<file path="src/include/his_pkg.sv">
// Purpose: Shared constants and types for the host interface selector.
// Assumes: Core clock of 20 MHz drives every flip-flop.
// Notes: Link rates are kept as limits the sampling logic must honour.
package his_pkg;
  localparam int unsigned HIS_CLK_HZ = 20000000;
  localparam int unsigned HIS_I2C_MAX_HZ = 400000;
  localparam int unsigned HIS_SPI_MAX_HZ = 4000000;
  localparam int unsigned HIS_LIN_MAX_BAUD = 20000;
  localparam logic [6:0] HIS_I2C_ADDR_LOW = 7'h66;
  localparam logic [6:0] HIS_I2C_ADDR_HIGH = 7'h67;
  localparam logic [2:0] HIS_STRAP_SETTLE = 3'h4;
  localparam int unsigned HIS_READY_TIME_MS = 110;
  localparam longint unsigned HIS_READY_CYCLES_L =
    (64'(HIS_CLK_HZ) * 64'(HIS_READY_TIME_MS)) / 64'd1000;
  localparam int unsigned HIS_READY_CYCLES = int'(HIS_READY_CYCLES_L);
  localparam logic [3:0] HIS_BITS_PER_BYTE = 4'h8;
  localparam logic [2:0] HIS_SPI_LAST_BIT = 3'h7;

  typedef enum logic [1:0] {
    HIS_MODE_NONE,
    HIS_MODE_I2C,
    HIS_MODE_SPI,
    HIS_MODE_LIN
  } his_mode_e;
endpackage

</file>
<file path="src/include/his_link_if.sv">
// Purpose: Carries synchronised serial pins and bytes to the serial slave.
// Assumes: All members are on clk_i.
// Notes: Pin levels arrive already through two flip-flops.
interface his_link_if;
  logic sck;
  logic mosi;
  logic nss;
  logic en;
  logic miso;
  logic [7:0] tx_byte;
  logic [7:0] rx_byte;
  logic rx_valid;
  logic tx_taken;
  modport core (output sck, mosi, nss, en, tx_byte,
                input miso, rx_byte, rx_valid, tx_taken);
  modport spi (input sck, mosi, nss, en, tx_byte,
               output miso, rx_byte, rx_valid, tx_taken);
endinterface

</file>
<file path="src/logic/his_host_select.sv">
// Purpose: Picks the host interface from straps and routes shared pins.
// Assumes: Pins are asynchronous to clk_i; bench link clock 400 ns.
// Notes: Pins are sampled at 20 MHz, so SPI near 4 MHz is marginal.
// Contract
// - Two-wire mode: shared pins form a slave bus up to 400 kHz.
// - Four-wire mode: pins are MOSI, MISO, SCK, nSS up to 4 MHz.
// - LIN mode would use RX, TX and transceiver enable on interrupt.
// - Both straps are sampled once after power-on or reset.
// - In SPI mode the select strap pin becomes the MISO driver.
// - Slave address is 0x66 with address strap low, 0x67 when high.
// - SPI works with nSS grounded when the device is sole slave.
// - SPI mode 0: sample on rising SCK, shift on falling SCK.
// - LIN host mode is not offered; only two-wire and SPI work.
// - Every byte on the SPI link moves MSB first.
// - Interrupt goes low for the first report after start-up time.
module his_host_select
  import his_pkg::*;
#(
  parameter int unsigned READY_CYCLES = HIS_READY_CYCLES
) (
  input wire logic clk_i,
  input wire logic rst_i,
  input wire logic slave_serial_data_pin_i,
  output logic slave_serial_data_pin_o,
  output logic slave_serial_data_pin_oe_o,
  input wire logic slave_serial_clock_pin_i,
  input wire logic address_select_strap_i,
  input wire logic interface_select_strap_n_i,
  output logic interface_select_strap_n_o,
  output logic interface_select_strap_n_oe_o,
  output logic host_interrupt_out_n_o,
  input wire logic report_pending_i,
  input wire logic [7:0] tx_byte_i,
  output logic tx_taken_o,
  output logic [7:0] rx_byte_o,
  output logic rx_valid_o,
  output logic [1:0] mode_o,
  output logic ready_o
);
  typedef enum logic [2:0] {
    HIS_I_IDLE,
    HIS_I_ADDR,
    HIS_I_ACK,
    HIS_I_WRITE,
    HIS_I_READ,
    HIS_I_RACK
  } his_i2c_e;

  logic [3:0] s1_ff;
  logic [3:0] s2_ff;
  logic sda_q_ff;
  logic scl_q_ff;
  logic sda;
  logic scl;
  his_mode_e mode_ff;
  logic [6:0] addr_ff;
  logic sampled_ff;
  logic [2:0] settle_ff;
  his_i2c_e ist_ff;
  logic [3:0] bit_ff;
  logic [7:0] sh_ff;
  logic rw_ff;
  logic sda_oe_ff;
  logic i2c_rx_ff;
  logic i2c_tx_ff;
  logic [31:0] ready_cnt_ff;
  logic ready_ff;
  logic hello_ff;
  logic scl_rise;
  logic scl_fall;
  logic start_c;
  logic stop_c;
  his_link_if lnk ();

  // Pins: 0 data, 1 clock, 2 address strap, 3 select strap.
  always_ff @(posedge clk_i or posedge rst_i) begin
    if (rst_i) begin
      s1_ff <= 4'h0;
      s2_ff <= 4'h0;
      sda_q_ff <= 1'b1;
      scl_q_ff <= 1'b1;
    end else begin
      s1_ff <= {interface_select_strap_n_i, address_select_strap_i,
                slave_serial_clock_pin_i, slave_serial_data_pin_i};
      s2_ff <= s1_ff;
      sda_q_ff <= s2_ff[0];
      scl_q_ff <= s2_ff[1];
    end
  end

  assign sda = s2_ff[0];
  assign scl = s2_ff[1];
  assign scl_rise = scl && !scl_q_ff;
  assign scl_fall = !scl && scl_q_ff;
  assign start_c = scl && scl_q_ff && !sda && sda_q_ff;
  assign stop_c = scl && scl_q_ff && sda && !sda_q_ff;

  // Straps are caught once after the synchronisers have settled and never
  // again, so the select pin may later turn into the MISO driver.
  always_ff @(posedge clk_i or posedge rst_i) begin
    if (rst_i) begin
      mode_ff <= HIS_MODE_NONE;
      addr_ff <= HIS_I2C_ADDR_LOW;
      sampled_ff <= 1'b0;
      settle_ff <= 3'h0;
    end else if (!sampled_ff) begin
      settle_ff <= settle_ff + 3'h1;
      if (settle_ff == HIS_STRAP_SETTLE) begin
        sampled_ff <= 1'b1;
        mode_ff <= s2_ff[3] ? HIS_MODE_SPI : HIS_MODE_I2C;
        addr_ff <= s2_ff[2] ? HIS_I2C_ADDR_HIGH : HIS_I2C_ADDR_LOW;
      end
    end
  end

  // Two-wire slave; the device never stretches the clock.
  always_ff @(posedge clk_i or posedge rst_i) begin
    if (rst_i) begin
      ist_ff <= HIS_I_IDLE;
      bit_ff <= 4'h0;
      sh_ff <= 8'h00;
      rw_ff <= 1'b0;
      sda_oe_ff <= 1'b0;
      i2c_rx_ff <= 1'b0;
      i2c_tx_ff <= 1'b0;
    end else begin
      i2c_rx_ff <= 1'b0;
      i2c_tx_ff <= 1'b0;
      if (mode_ff != HIS_MODE_I2C || stop_c) begin
        ist_ff <= HIS_I_IDLE;
        sda_oe_ff <= 1'b0;
      end else if (start_c) begin
        ist_ff <= HIS_I_ADDR;
        bit_ff <= 4'h0;
        sda_oe_ff <= 1'b0;
      end else if (scl_rise) begin
        if ((ist_ff == HIS_I_ADDR || ist_ff == HIS_I_WRITE) &&
            bit_ff < HIS_BITS_PER_BYTE) begin
          sh_ff <= {sh_ff[6:0], sda};
          bit_ff <= bit_ff + 4'h1;
        end else if (ist_ff == HIS_I_RACK && sda) begin
          ist_ff <= HIS_I_IDLE;
        end
      end else if (scl_fall) begin
        case (ist_ff)
          HIS_I_ADDR: begin
            if (bit_ff == HIS_BITS_PER_BYTE) begin
              if (sh_ff[7:1] == addr_ff) begin
                sda_oe_ff <= 1'b1;
                rw_ff <= sh_ff[0];
                ist_ff <= HIS_I_ACK;
              end else begin
                ist_ff <= HIS_I_IDLE;
              end
            end
          end
          HIS_I_WRITE: begin
            if (bit_ff == HIS_BITS_PER_BYTE) begin
              sda_oe_ff <= 1'b1;
              i2c_rx_ff <= 1'b1;
              ist_ff <= HIS_I_ACK;
            end
          end
          HIS_I_ACK, HIS_I_RACK: begin
            if (rw_ff) begin
              sh_ff <= {tx_byte_i[6:0], 1'b0};
              sda_oe_ff <= !tx_byte_i[7];
              i2c_tx_ff <= 1'b1;
              bit_ff <= 4'h1;
              ist_ff <= HIS_I_READ;
            end else begin
              sda_oe_ff <= 1'b0;
              bit_ff <= 4'h0;
              ist_ff <= HIS_I_WRITE;
            end
          end
          HIS_I_READ: begin
            if (bit_ff < HIS_BITS_PER_BYTE) begin
              sda_oe_ff <= !sh_ff[7];
              sh_ff <= {sh_ff[6:0], 1'b0};
              bit_ff <= bit_ff + 4'h1;
            end else begin
              sda_oe_ff <= 1'b0;
              ist_ff <= HIS_I_RACK;
            end
          end
          default: begin
            sda_oe_ff <= 1'b0;
          end
        endcase
      end
    end
  end

  assign lnk.sck = s2_ff[0];
  assign lnk.nss = s2_ff[1];
  assign lnk.mosi = s2_ff[2];
  assign lnk.en = mode_ff == HIS_MODE_SPI;
  assign lnk.tx_byte = tx_byte_i;

  his_spi_slave u_spi (
    .clk_i(clk_i),
    .rst_i(rst_i),
    .lnk(lnk)
  );

  // Pin routing and user-side strobes, all from flip-flops.
  always_ff @(posedge clk_i or posedge rst_i) begin
    if (rst_i) begin
      slave_serial_data_pin_o <= 1'b0;
      slave_serial_data_pin_oe_o <= 1'b0;
      interface_select_strap_n_o <= 1'b0;
      interface_select_strap_n_oe_o <= 1'b0;
      rx_byte_o <= 8'h00;
      rx_valid_o <= 1'b0;
      tx_taken_o <= 1'b0;
      mode_o <= 2'h0;
    end else begin
      slave_serial_data_pin_o <= 1'b0;
      slave_serial_data_pin_oe_o <= sda_oe_ff && mode_ff == HIS_MODE_I2C;
      interface_select_strap_n_o <= lnk.miso;
      interface_select_strap_n_oe_o <= lnk.en && !lnk.nss;
      rx_valid_o <= i2c_rx_ff || lnk.rx_valid;
      rx_byte_o <= lnk.rx_valid ? lnk.rx_byte : sh_ff;
      tx_taken_o <= i2c_tx_ff || lnk.tx_taken;
      mode_o <= mode_ff;
    end
  end

  // The interrupt carries a start-up greeting first; the host clears it by
  // starting a two-wire read or completing an SPI byte while selected, after which it follows pending reports.
  always_ff @(posedge clk_i or posedge rst_i) begin
    if (rst_i) begin
      ready_cnt_ff <= 32'h0;
      ready_ff <= 1'b0;
      hello_ff <= 1'b1;
      host_interrupt_out_n_o <= 1'b1;
      ready_o <= 1'b0;
    end else begin
      if (!ready_ff) begin
        ready_cnt_ff <= ready_cnt_ff + 32'h1;
        ready_ff <= ready_cnt_ff == 32'(READY_CYCLES - 1);
      end
      if (i2c_tx_ff || lnk.tx_taken) begin
        hello_ff <= 1'b0;
      end
      host_interrupt_out_n_o <= !(ready_ff && (hello_ff || report_pending_i));
      ready_o <= ready_ff;
    end
  end

  a_mode_hold: assert property (@(posedge clk_i) disable iff (rst_i)
    $past(sampled_ff) |-> $stable(mode_ff) && $stable(addr_ff))
    else $error("Interface choice moved after sampling.");
  a_strap_take: assert property (@(posedge clk_i) disable iff (rst_i)
    $rose(sampled_ff) |-> mode_ff ==
      ($past(s2_ff[3]) ? HIS_MODE_SPI : HIS_MODE_I2C))
    else $error("Mode does not follow the select strap.");
  a_addr_value: assert property (@(posedge clk_i) disable iff (rst_i)
    $rose(sampled_ff) |-> addr_ff ==
      ($past(s2_ff[2]) ? HIS_I2C_ADDR_HIGH : HIS_I2C_ADDR_LOW))
    else $error("Slave address does not follow its strap.");
  a_addr_ack: assert property (@(posedge clk_i) disable iff (rst_i)
    ist_ff == HIS_I_ADDR && scl_fall && !start_c && !stop_c &&
    bit_ff == HIS_BITS_PER_BYTE |=>
      sda_oe_ff == ($past(sh_ff[7:1]) == addr_ff) ##1
      slave_serial_data_pin_oe_o == $past(sda_oe_ff))
    else $error("Acknowledge does not match address.");
  a_miso_owner: assert property (@(posedge clk_i) disable iff (rst_i)
    interface_select_strap_n_oe_o |-> mode_o == HIS_MODE_SPI)
    else $error("Select pin driven outside SPI mode.");
  a_sda_quiet: assert property (@(posedge clk_i) disable iff (rst_i)
    mode_o == HIS_MODE_SPI |-> !slave_serial_data_pin_oe_o)
    else $error("Data pin driven in SPI mode.");
  a_no_lin: assert property (@(posedge clk_i) disable iff (rst_i)
    mode_ff != HIS_MODE_LIN)
    else $error("LIN mode reached.");
  a_irq_ready: assert property (@(posedge clk_i) disable iff (rst_i)
    !ready_ff ##1 !ready_ff |-> host_interrupt_out_n_o)
    else $error("Interrupt before start-up time.");
endmodule

</file>
<file path="src/logic/his_spi_slave.sv">
// Purpose: Mode 0 serial slave, one byte at a time, MSB first.
// Assumes: Link pins are synchronised by the caller.
// Notes: Byte framing survives a select line tied low permanently.
module his_spi_slave
  import his_pkg::*;
(
  input wire logic clk_i,
  input wire logic rst_i,
  his_link_if.spi lnk
);
  logic sck_q_ff;
  logic [2:0] cnt_ff;
  logic [7:0] rx_sh_ff;
  logic [7:0] tx_sh_ff;
  logic rx_valid_ff;
  logic tx_taken_ff;
  logic [7:0] rx_byte_ff;
  logic active;
  logic rise;
  logic fall;

  assign active = lnk.en && !lnk.nss;
  assign rise = lnk.sck && !sck_q_ff;
  assign fall = !lnk.sck && sck_q_ff;

  always_ff @(posedge clk_i or posedge rst_i) begin
    if (rst_i) begin
      sck_q_ff <= 1'b0;
    end else begin
      sck_q_ff <= lnk.sck;
    end
  end

  // Incoming bits are taken on the rising edge, first bit in is the MSB.
  always_ff @(posedge clk_i or posedge rst_i) begin
    if (rst_i) begin
      cnt_ff <= 3'h0;
      rx_sh_ff <= 8'h00;
      rx_valid_ff <= 1'b0;
      rx_byte_ff <= 8'h00;
    end else begin
      rx_valid_ff <= 1'b0;
      if (!active) begin
        cnt_ff <= 3'h0;
      end else if (rise) begin
        rx_sh_ff <= {rx_sh_ff[6:0], lnk.mosi};
        cnt_ff <= cnt_ff + 3'h1;
        if (cnt_ff == HIS_SPI_LAST_BIT) begin
          rx_valid_ff <= 1'b1;
          rx_byte_ff <= {rx_sh_ff[6:0], lnk.mosi};
        end
      end
    end
  end

  // Outgoing bits change only on the falling edge; a new byte is loaded
  // on the fall that closes the previous one, so no select edge is needed.
  always_ff @(posedge clk_i or posedge rst_i) begin
    if (rst_i) begin
      tx_sh_ff <= 8'h00;
      tx_taken_ff <= 1'b0;
    end else begin
      tx_taken_ff <= 1'b0;
      if (!active) begin
        tx_sh_ff <= lnk.tx_byte;
      end else if (fall) begin
        if (cnt_ff == 3'h0) begin
          tx_sh_ff <= lnk.tx_byte;
          tx_taken_ff <= 1'b1;
        end else begin
          tx_sh_ff <= {tx_sh_ff[6:0], 1'b0};
        end
      end
    end
  end

  assign lnk.miso = tx_sh_ff[7];
  assign lnk.rx_byte = rx_byte_ff;
  assign lnk.rx_valid = rx_valid_ff;
  assign lnk.tx_taken = tx_taken_ff;

  a_spi_miso_fall: assert property (@(posedge clk_i) disable iff (rst_i)
    active && $past(active) && $changed(tx_sh_ff[7]) |-> $past(fall))
    else $error("MISO moved without a falling clock edge.");
  a_spi_byte_len: assert property (@(posedge clk_i) disable iff (rst_i)
    rx_valid_ff |-> cnt_ff == 3'h0 && $past(rise))
    else $error("Byte closed at the wrong bit.");
endmodule

</file>
<file path="config.mk">
export PLATFORM = sky130hd
export DESIGN_NAME = his_host_select
export DESIGN_NICKNAME = d
export VERILOG_FILES = /design/src/include/his_pkg.sv /design/src/include/his_link_if.sv /design/src/logic/his_host_select.sv /design/src/logic/his_spi_slave.sv
export SDC_FILE = /design/constraint.sdc
export NUM_CORES = 1
export LEC_CHECK = 0
export BUFFER_PORTS_ARGS = -buffer_cell sky130_fd_sc_hd__buf_2
export CORE_MARGIN = 5
export CORE_UTILIZATION = 30
export CTS_BUF_LIST = sky130_fd_sc_hd__clkbuf_2 sky130_fd_sc_hd__clkbuf_4 sky130_fd_sc_hd__clkbuf_8
export DETAILED_ROUTE_END_ITERATION = 10
export PLACE_DENSITY = 0.57
export SKIP_CTS_REPAIR_TIMING = 1
export SLEW_MARGIN = 40
export SYNTH_ARGS = -nofsm -noshare
export SYNTH_HDL_FRONTEND = slang
export SYNTH_SLANG_ARGS = --single-unit
</file>
<file path="constraint.sdc">
create_clock -name clk_i -period 3.3 [get_ports clk_i]
set_clock_uncertainty 0.15 [all_clocks]
set_input_delay 0.33 -clock clk_i [delete_from_list [all_inputs] [get_ports clk_i]]
set_output_delay 0.33 -clock clk_i [all_outputs]
set_load 0.005 [all_outputs]
</file>
==> impl.org, run 1 <==
** Worst hold path
- HP Class :: input pin to flip-flop
- For hold timing, the worst endpoint is u_spi.tx_sh_ff[0].
- The startpoint identified for the worst hold timing path is tx_byte_i[0].
- The worst hold path was traced through 3 stages.

** Setup path
- FF-to-FF path depth :: 7
- The endpoint identified for the worst register-to-register timing path is sh_ff[6].
- CP Cell Sequence :: inv_1, ha_1, nor2b_1, a21oi_2, a21oi_4, nor3b_4, mux2_2
- The worst setup path is captured at a flip-flop.
- Of all nets on the critical path, the largest fanout is 13.
- Nature of the critical path startpoint :: flip-flop
- The startpoint identified for the worst register-to-register timing path is scl_q_ff.
- The slowest stage of the critical path is the sky130_fd_sc_hd__dfstp_2 cell.
- The critical path in this run is classified as flip-flop to flip-flop.
- Across all register-to-register paths, the minimum setup slack is 0.58 ns.
- Required time worst endpoint :: 3.47 ns
- In this design, the stage delay of the slowest critical-path cell is 0.55 ns.
- At the worst endpoint, the arrival time is approximately 2.9 ns.

** Logic synthesis
- The share of synthesized area in the top cell type comes to a little over half.
- In this run, synthesis inferred 0 flip-flops with an integrated enable.
- Synthesis inferred 116 register bits.
- After synthesis, the share of flip-flops with an asynchronous set or reset is 100%.
- Number of library cell types mapped by synthesis :: 57
- After technology mapping, the gate count stands at 450.
- Most frequently used flop master after synthesis :: sky130_fd_sc_hd__dfrtp_1
- The most common cell in the synthesized netlist is sky130_fd_sc_hd__dfrtp_1.
- A synthesized cell averages 11.5 um^2.
- After synthesis, flip-flops and latches occupy 56.0% of the total area.
- By area the synthesized netlist is led by sky130_fd_sc_hd__dfrtp_1 54%, sky130_fd_sc_hd__mux2_2 7.2%, sky130_fd_sc_hd__xnor2_1 4.7%.
- Synth Warn # :: 0
- Top cells by count, synth :: 112 x sky130_fd_sc_hd__dfrtp_1, 49 x sky130_fd_sc_hd__nand2_1, 33 x sky130_fd_sc_hd__mux2_2, 33 x sky130_fd_sc_hd__nor2_1, 28 x sky130_fd_sc_hd__xnor2_1
- sky130_fd_sc_hd__dfrtp_1 takes more of the synthesized area than any other cell.
- Synthesis produced a netlist with a net count of 476.
- Total standard cell area after synthesis :: 0.00519 mm^2

** Power
- The design draws 0.00304 W.
- Leakage power figure :: 2.89 nW
- The worst-case IR drop observed on VDD is roughly 0.3 mV.
- Share of total power in combinational logic :: ~4.3%
- Clock network power share :: 47.2%
- NetSw :: 0.000672 W
- Internal power comes to 0.00237 W.
- In this run the power density over the cells is approximately 500 mW/mm^2.
- Switching power as a share of total power :: 22.1%
- Sequential cell fraction of total power :: 48.5%

** Place
- Post-detail-place hpwl :: just over 7000 um
- After detailed placement, the total cell area comes to 0.00564 mm^2.
- Including well taps, the total number of placed cells is around 700.
- The congestion estimate from routability-driven global placement came to 0.819.
- During placement, the flow inserted port buffers numbering 31.

** CTS
- Bufs on Longest Clock Path :: 2
- The clock net in this run drives a total of 116 sinks.
- In this run the clock root is driven by a sky130_fd_sc_hd__clkbuf_8.
- In this run, CTS created clock tree buffers numbering 17.
- Clock-pin slew was measured on the worst setup and hold paths at 0.07 ns.
- The H-tree was split into 4 levels.
- At the later pin of the worst-skew pair, clock insertion delay measures 0.43 ns.
- TritonCTS clock tree :: done

** STA
- RSZ-0062 raised after global routing :: false
- Subtracting the final worst setup slack from the clock period gives between 2 and 3 ns.
- On the final layout, the worst hold slack is 0.00977 ns.
- The number of max-slew violations in the final report is 0.
- The final critical path takes up between 80% and 90% of the cycle.
- Setup violations remaining at the end of the flow were counted as 0.
- Slew Limit Headroom :: 59.2%
- For the pin with the worst max-slew slack, the measured transition is 0.608 ns.
- Number of hold violations in the final report :: 0
- Final-layout setup total negative slack :: 0 ns
- Achievable clock frequency :: 367 MHz

** Cells and area
- Share of post-route cells with drive strength above 1 :: 23.8%
- The repair_antennas step left the layout with diodes totalling 0.
- Area growth from synthesis to final layout :: 18.4%
- Number of non-filler instances in the completed layout :: 737
- With fillers left out, the area of the finished cells amounts to slightly above 0.006 mm^2.
- Nets@finish :: roughly 530

** Drt
- Detailed-route vias per instance :: 4.69
- The routed design uses roughly 430 um of met3 wire.
- The first routing iteration left ~180 violations.
- Total vias in the final route :: 3459
- Routed metal-1 wire length :: 4770 um
- After detailed routing, the average wire length per cell comes to around 14 um.
- Drt first pass iters :: 4
- Once detail routing completed, the nets flagged for antenna violations numbered 0.
- Routed length on met2 :: 4970 um
- Wires add up to 10300 um.
- Top metal layer carrying routed signals :: met4
- Number of remaining DRC errors :: 0

** Floorplanning
- Starting utilization of the core area :: 30.4%
- Row generation in the floorplan step produced 48 rows.
- Chip width :: 142 um
- In this run the count of I/O pins placed on the die edge is 33.
- The total area inside the core boundary comes to approximately 0.017 mm^2.
- Die height :: 142 um
- The die covers 0.0200 mm^2.

** GRT
- The number of global-route vias before repair was 3552.
- Number of antenna violations at the first check in global routing :: 0
- The first global-routing pass estimated 17700 um of wire.
- Largest net degree at the start of global routing :: 45
- Global-route usage over all layers :: 11.1%
- Summed over all layers, the global routing overflow is 0.

** Run
- Max-cap violations in this run came to 0.

** Status
- Result of the run :: finished clean
## power groups by stage
stage	sequential, W	clock (W)	combinational (W)
final	0.00148	0.00144	0.000130
after global placement	0.00150	0	0.000118
after global routing	0.00148	0.00157	0.000149
after floorplan	0.00150	0	0.0000848
after detailed placement	0.00150	0	0.000128
after CTS	0.00148	0.00148	0.000128
## registers in the layout, summed over array words and instances, names as in the netlist, 2 cells and up
| name | count |
|---|---|
| s2_ff | 4 |
| mode_o | 2 |
| settle_ff | 3 |
| sh_ff | 8 |
| bit_ff | 4 |
| ist_ff | 3 |
| u_spi.cnt_ff | 3 |
| u_spi.tx_sh_ff | 8 |
| rx_byte_o | 8 |
| u_spi.lnk.rx_byte | 8 |
| mode_ff | 2 |
| u_spi.rx_sh_ff | 7 |
| ready_cnt_ff | 32 |
| s1_ff | 4 |
## how the worst max path moves through the flow
stage | start | end | slack (ns) | cells past startpoint
detailed placement | scl_q_ff | sh_ff[6] | 0.61 | 7
floorplan | scl_q_ff | sh_ff[1] | 0.88 | 8
global placement | scl_q_ff | sh_ff[5] | 0.69 | 7
global route | scl_q_ff | sh_ff[6] | 0.42 | 7
CTS | scl_q_ff | sh_ff[6] | 0.61 | 7
finish | scl_q_ff | sh_ff[6] | 0.58 | 7
## layout make-up
class	count	area, um^2
repair buffers	42	293
fillers	1705	11000
multi-input cells	302	2140
clock inverters	9	140
flip-flops and latches	116	2910
clock buffers	23	310
well taps	225	282
inverters	20	78.8
## layout by cell type, fill, tap and decap left out, types with 3 or more instances in the layout
cell,count
sky130_fd_sc_hd__bufinv_16,3
sky130_fd_sc_hd__nand2_1,49
sky130_fd_sc_hd__mux2i_1,10
sky130_fd_sc_hd__and3_1,5
sky130_fd_sc_hd__nand4_1,12
sky130_fd_sc_hd__a31oi_1,3
sky130_fd_sc_hd__dfstp_2,4
sky130_fd_sc_hd__nor3_1,9
sky130_fd_sc_hd__nor2_1,33
sky130_fd_sc_hd__nor4_1,8
sky130_fd_sc_hd__dfrtp_1,112
sky130_fd_sc_hd__nand3b_1,3
sky130_fd_sc_hd__and4_1,5
sky130_fd_sc_hd__nand2b_1,12
sky130_fd_sc_hd__clkinvlp_4,3
sky130_fd_sc_hd__dlygate4sd3_1,6
sky130_fd_sc_hd__nor4b_1,3
sky130_fd_sc_hd__nand3_1,14
sky130_fd_sc_hd__clkbuf_8,22
sky130_fd_sc_hd__a211oi_1,3
sky130_fd_sc_hd__buf_2,31
sky130_fd_sc_hd__xnor2_1,28
sky130_fd_sc_hd__mux2_2,33
sky130_fd_sc_hd__xor2_1,7
sky130_fd_sc_hd__o21ai_0,8
sky130_fd_sc_hd__inv_1,17
sky130_fd_sc_hd__a21oi_1,11
sky130_fd_sc_hd__ha_1,11
## critical path: cells and delay by family (launching register included)
family                   cells  cell delay, ns
AND/OR/NAND/NOR              2            0.75
flip-flops                   1            0.55
multiplexers                 1            0.39
AO/OA/AOI/OAI                2            0.38
adder cells (fa/ha/maj)      1            0.35
buffers and inverters        1            0.05
## kinds of logic after synthesis
logic type | after synthesis | share of synthesized area [%]
adders and majority gates | 11 | 2.65
xor gates and xnor gates | 35 | 5.90
buffers and inverters | 32 | 2.79
other | 1 | 0.0722
AOI/OAI and AO/OA | 40 | 5.37
and+or+nand+nor | 172 | 18.2
muxes | 43 | 9.08
DFF | 116 | 56.0
## routing by layer
metal,vias up,global-route usage [%]
met2,67,17.0
met3,8,4.08
met1,1717,14.4
met5,-,0
met4,0,3.94
li1,1667,-
## stage by stage
stage,worst slack (ns),utilization [%]
floorplan,0.879,-
global placement,0.687,32.7
detailed placement,0.609,33.0
CTS,0.610,35.6
global route,0.421,36.0
finish,0.579,36.0
Power figures use the tool's default switching activity.
==> run 2, diff against run 1 <==
--- a/config.mk
+++ b/config.mk
@@ -5,12 +5,13 @@
 export SDC_FILE = /design/constraint.sdc
 export NUM_CORES = 1
 export LEC_CHECK = 0
+export ABC_AREA = 1
 export BUFFER_PORTS_ARGS = -buffer_cell sky130_fd_sc_hd__buf_2
 export CORE_MARGIN = 5
 export CORE_UTILIZATION = 30
 export CTS_BUF_LIST = sky130_fd_sc_hd__clkbuf_2 sky130_fd_sc_hd__clkbuf_4 sky130_fd_sc_hd__clkbuf_8
 export DETAILED_ROUTE_END_ITERATION = 10
-export PLACE_DENSITY = 0.57
+export PLACE_DENSITY = 0.55
 export SKIP_CTS_REPAIR_TIMING = 1
 export SLEW_MARGIN = 40
 export SYNTH_ARGS = -nofsm -noshare
==> constraint.sdc (replaced) <==
create_clock -name clk_i -period 2.8 [get_ports clk_i]
set_clock_uncertainty 0.15 [all_clocks]
set_input_delay 0.28 -clock clk_i [delete_from_list [all_inputs] [get_ports clk_i]]
set_output_delay 0.28 -clock clk_i [all_outputs]
set_load 0.005 [all_outputs]
==> impl.org, run 2 <==
** Status
- Result of the run :: finished clean

** Logic synthesis
- Most frequently used flop master after synthesis :: sky130_fd_sc_hd__dfrtp_1
- The distinct cell type count after synthesis was 47 (-18%).
- By count the netlist is led by 160 x sky130_fd_sc_hd__nand2_1, 112 x sky130_fd_sc_hd__dfrtp_1, 68 x sky130_fd_sc_hd__inv_1.
- The net count after synthesis came to 675 (+42%).
- Total standard cell area after synthesis :: 0.00570 mm^2 (+9.8%)
- The synthesized design spends more area on one cell type than any other, namely sky130_fd_sc_hd__dfrtp_1.
- EDFF count, synth :: 0 (unchanged)
- Register area share after synthesis :: 51.0% (-5.0 points)
- Area share of the leading cell type in the synthesized netlist :: 49.1% (-4.8 points)
- The flip-flop and latch count after synthesis was 116 (unchanged).
- The fraction of registers with async set/reset was 100% (unchanged).
- Cell with the most instances after synthesis :: sky130_fd_sc_hd__nand2_1
- The number of standard cells after synthesis is 649 (+44%).
- Mean area per synthesized cell :: 8.79 um^2 (-24%)
- Top post-synthesis cells by area :: sky130_fd_sc_hd__dfrtp_1 49%, sky130_fd_sc_hd__nand2_1 11%, sky130_fd_sc_hd__nand3_1 5.4%
- The Yosys warning count was 0 (unchanged).

** STA
- Setup repair after global routing left no endpoint under its margin.
- The post-route worst hold slack is 0.201 ns (+0.191 ns).
- The peak clock frequency supported by timing was 449 MHz (+22%).
- The number of max-slew violations in the final report was 0 (unchanged).
- Number of hold violations in the final report :: 0 (unchanged)
- Post-layout worst setup margin :: 0.571 ns (-0.00835 ns)
- The headroom to the max-slew limit was 59.5% (+0.29 points).
- The setup TNS is 0 ns (unchanged).
- The minimum clock period after layout was 2.23 ns (-0.492 ns).
- The measured slew at the worst slew-check pin is 0.607 ns (-0.00103 ns).
- Period utilisation layout :: 79.6% (-2.8 points)
- Final setup violation count :: 0 (unchanged)

** Setup path
- For this design, the slowest cell found on the critical path is sky130_fd_sc_hd__dfstp_2.
- In this run the critical register-to-register path is launched from scl_q_ff.
- STA classifies the critical path endpoint as a flip-flop.
- The highest fanout seen on the critical path was 15 (+2).
- Required time worst endpoint :: 2.98 ns (-0.49 ns)
- The slack of the worst reg-to-reg path came to 0.57 ns (about the same).
- Among the stages of the critical path, the cell type that occurs most often is sky130_fd_sc_hd__nand2_1.
- FF-to-FF path depth :: 10 (+3)
- The data arrival time of the worst path was 2.41 ns (-0.48 ns).
- The worst setup path is launched from a flip-flop.
- The buffer and inverter count on the worst path is 3 (+2).
- Among cell families on the critical path, the largest total delay comes from flip-flops.
- Capture instance of the worst register-to-register path :: sh_ff[1]
- The worst setup path is of the flip-flop to flip-flop kind.
- CP Cell Sequence :: inv_1, ha_1, inv_2, nand2_4, a21oi_4, o21ai_4, inv_6, nand2_8, nand2_1, nand2_1
- Max incr delay on CP :: 0.55 ns (about the same)

** Power
- Leakage power figure :: 3.22 nW (+12%)
- Tot Pwr :: 0.00382 W (+25%)
- P per Cell Area :: 572 mW/mm^2 (+16%)
- The peak ir drop on the vdd network was 0.304 mV (+0.77%).

** Cells and area
- Combined area of the multi-input logic cells :: 0.00243 mm^2 (+14%)
- Leaving out fill and tap cells, the most frequent cell in the layout is sky130_fd_sc_hd__nand2_1.
- Nets@finish :: 731 (+39%)
- The filler cell count is 1905 (+12%).
- The register with the most flip-flops in the final layout is ready_cnt_ff.
- Area growth from synthesis to final layout :: 16.9%
- The final design utilization came to 35.6% (-0.31 points).
- The total inserted antenna cells was 0 (unchanged).
- Area used by sequential logic in the layout :: 0.00291 mm^2 (unchanged)
- Leaving out fill and tap cells, the most frequent cells in the layout are 160 x sky130_fd_sc_hd__nand2_1, 112 x sky130_fd_sc_hd__dfrtp_1, 67 x sky130_fd_sc_hd__inv_1, 62 x sky130_fd_sc_hd__nand3_1, 60 x sky130_fd_sc_hd__nor2_1.
- Max FFs per register :: 32 (unchanged)
- The share of layout cells above drive strength 1 came to 15.9% (-7.9 points).

** CTS
- Total CTS buffers :: 17 (unchanged)
- Number of sinks handled by clock tree synthesis :: 116 (unchanged)
- TritonCTS built the clock tree.
- The deepest level of the CTS H-tree is 4 (unchanged).
- The deepest clock path buffer count came to 2 (unchanged).
- Clk_lat worst skew :: 0.44 ns (about the same)
- Clock-pin transition on the worst setup and hold timing paths :: 0.07 ns (about the same)
- In this run the clock root is driven by a sky130_fd_sc_hd__clkbuf_8.

** Floorplanning
- The I/O pin count came to 33 (unchanged).
- Starting utilization of the core area :: 30.5% (+0.14 points)
- The die outline width is 148 um (+4.4%).
- Floorplan die area :: 0.0219 mm^2 (+9.1%)
- Std cell rows :: 50 (+4.2%)
- Die height :: 148 um (+4.4%)
- The area of the core is 0.0187 mm^2 (+9.3%).

** Drt
- The via-per-instance ratio was 4.46 (-5.1%).
- Number of remaining DRC errors :: 0 (unchanged)
- Drt first pass iters :: 6 (+2)
- The number of nets with antenna violations after detailed routing was 0 (unchanged).
- Initial DRC Count :: 239 (+35%)
- The routed wire length was 12000 um (+17%).
- Post-DR wirelength/cell :: 12.6 um (-9.1%)
- Total vias in the final route :: 4237 (+22%)

** Worst hold path
- The worst hold path stage count is 0 (-3).
- HP Class :: flip-flop to flip-flop
- For hold timing, the worst endpoint is s2_ff[0].
- The worst hold path begins at s1_ff[0].

** GRT
- The number of global-route vias before repair was 4187 (+18%).
- Number of antenna violations at the first check in global routing :: 0 (unchanged)
- Global route total overflow :: 0 (unchanged)
- The pin count of the biggest net entering global routing is 117 (+160%).
- First-pass GRT wire length :: 20500 um (+16%)
- The global-route usage over all layers came to 11.7% (+0.63 points).

** Place
- The count of buffers from port buffering came to 31 (unchanged).
- The routability congestion estimate from global placement was 0.839 (+2.4%).
- The half-perimeter wire length after placement was 8720 um (+20%).
- The worst slack at placement was 0.573 ns (-0.0357 ns).

** Run
- The count of maximum capacitance violations came to 0 (unchanged).
-- run 2: worst max path at each step --
stage / cells after the start / end / slack (ns) / from
floorplan: 11 / sh_ff[2] / 0.88 / scl_q_ff
global placement: 10 / sh_ff[7] / 0.67 / scl_q_ff
detailed placement: 10 / sh_ff[4] / 0.57 / scl_q_ff
CTS: 10 / sh_ff[1] / 0.57 / scl_q_ff
global route: 10 / sh_ff[6] / 0.40 / scl_q_ff
finish: 10 / sh_ff[1] / 0.57 / scl_q_ff
-- run 2: where the power goes --
part	switching [W]	internal (W)	leakage, nW
Sequential	0.0000713	0.00179	1.48
Combinational	0.000210	0.000127	1.55
Clock	0.000703	0.000911	0.200
-- run 2: final cells by class --
type / instances / share of cell area [%]
Multi-Input combinational cell: 446 / 36.5
Clock inverter: 11 / 2.29
Tap cell: 234 / 4.39
Clock buffer: 20 / 3.85
Sequential cell: 116 / 43.6
Inverter: 77 / 4.49
Timing Repair Buffer: 47 / 4.84
-- run 2: cell families (layout without fill, tap and decap cells) --
family | after synthesis | after routing | share of synthesized area (%)
simple gates | 352 | 352 | 30.0
flops | 116 | 116 | 51.0
buf+inv | 87 | 155 | 6.32
compound gates | 52 | 52 | 5.46
xor+xnor | 27 | 27 | 4.15
fa+ha+maj | 11 | 11 | 2.41
mux | 3 | 3 | 0.592
other cells | 1 | 1 | 0.0658
-- run 2: worst reg2reg max path, delay by kind of cell, from the launching register on --
kind | cells | cell delay (ns)
AO/OA/AOI/OAI | 2 | 0.28
adder cells (fa/ha/maj) | 1 | 0.38
buffers and inverters | 3 | 0.42
flip-flops | 1 | 0.55
AND/OR/NAND/NOR | 4 | 0.33
-- run 2: metrics by stage --
stage / cell area [um^2] / instances
after floorplan: 5710 / 649
after global placement: 6120 / 906
after detailed placement: 6120 / 906
after CTS: 6530 / 937
after global routing: 6670 / 951
final: 6670 / 951
-- run 2: per-layer routing --
| metal | GRT usage [%] | wire length, um | vias to the layer above |
|---|---|---|---|
| met1 | 15.6 | 5830 | 1953 |
| met5 | 0 | 0 | - |
| met2 | 18.5 | 5600 | 69 |
| met4 | 3.74 | 148 | 0 |
| met3 | 3.34 | 448 | 11 |
| li1 | - | - | 2204 |
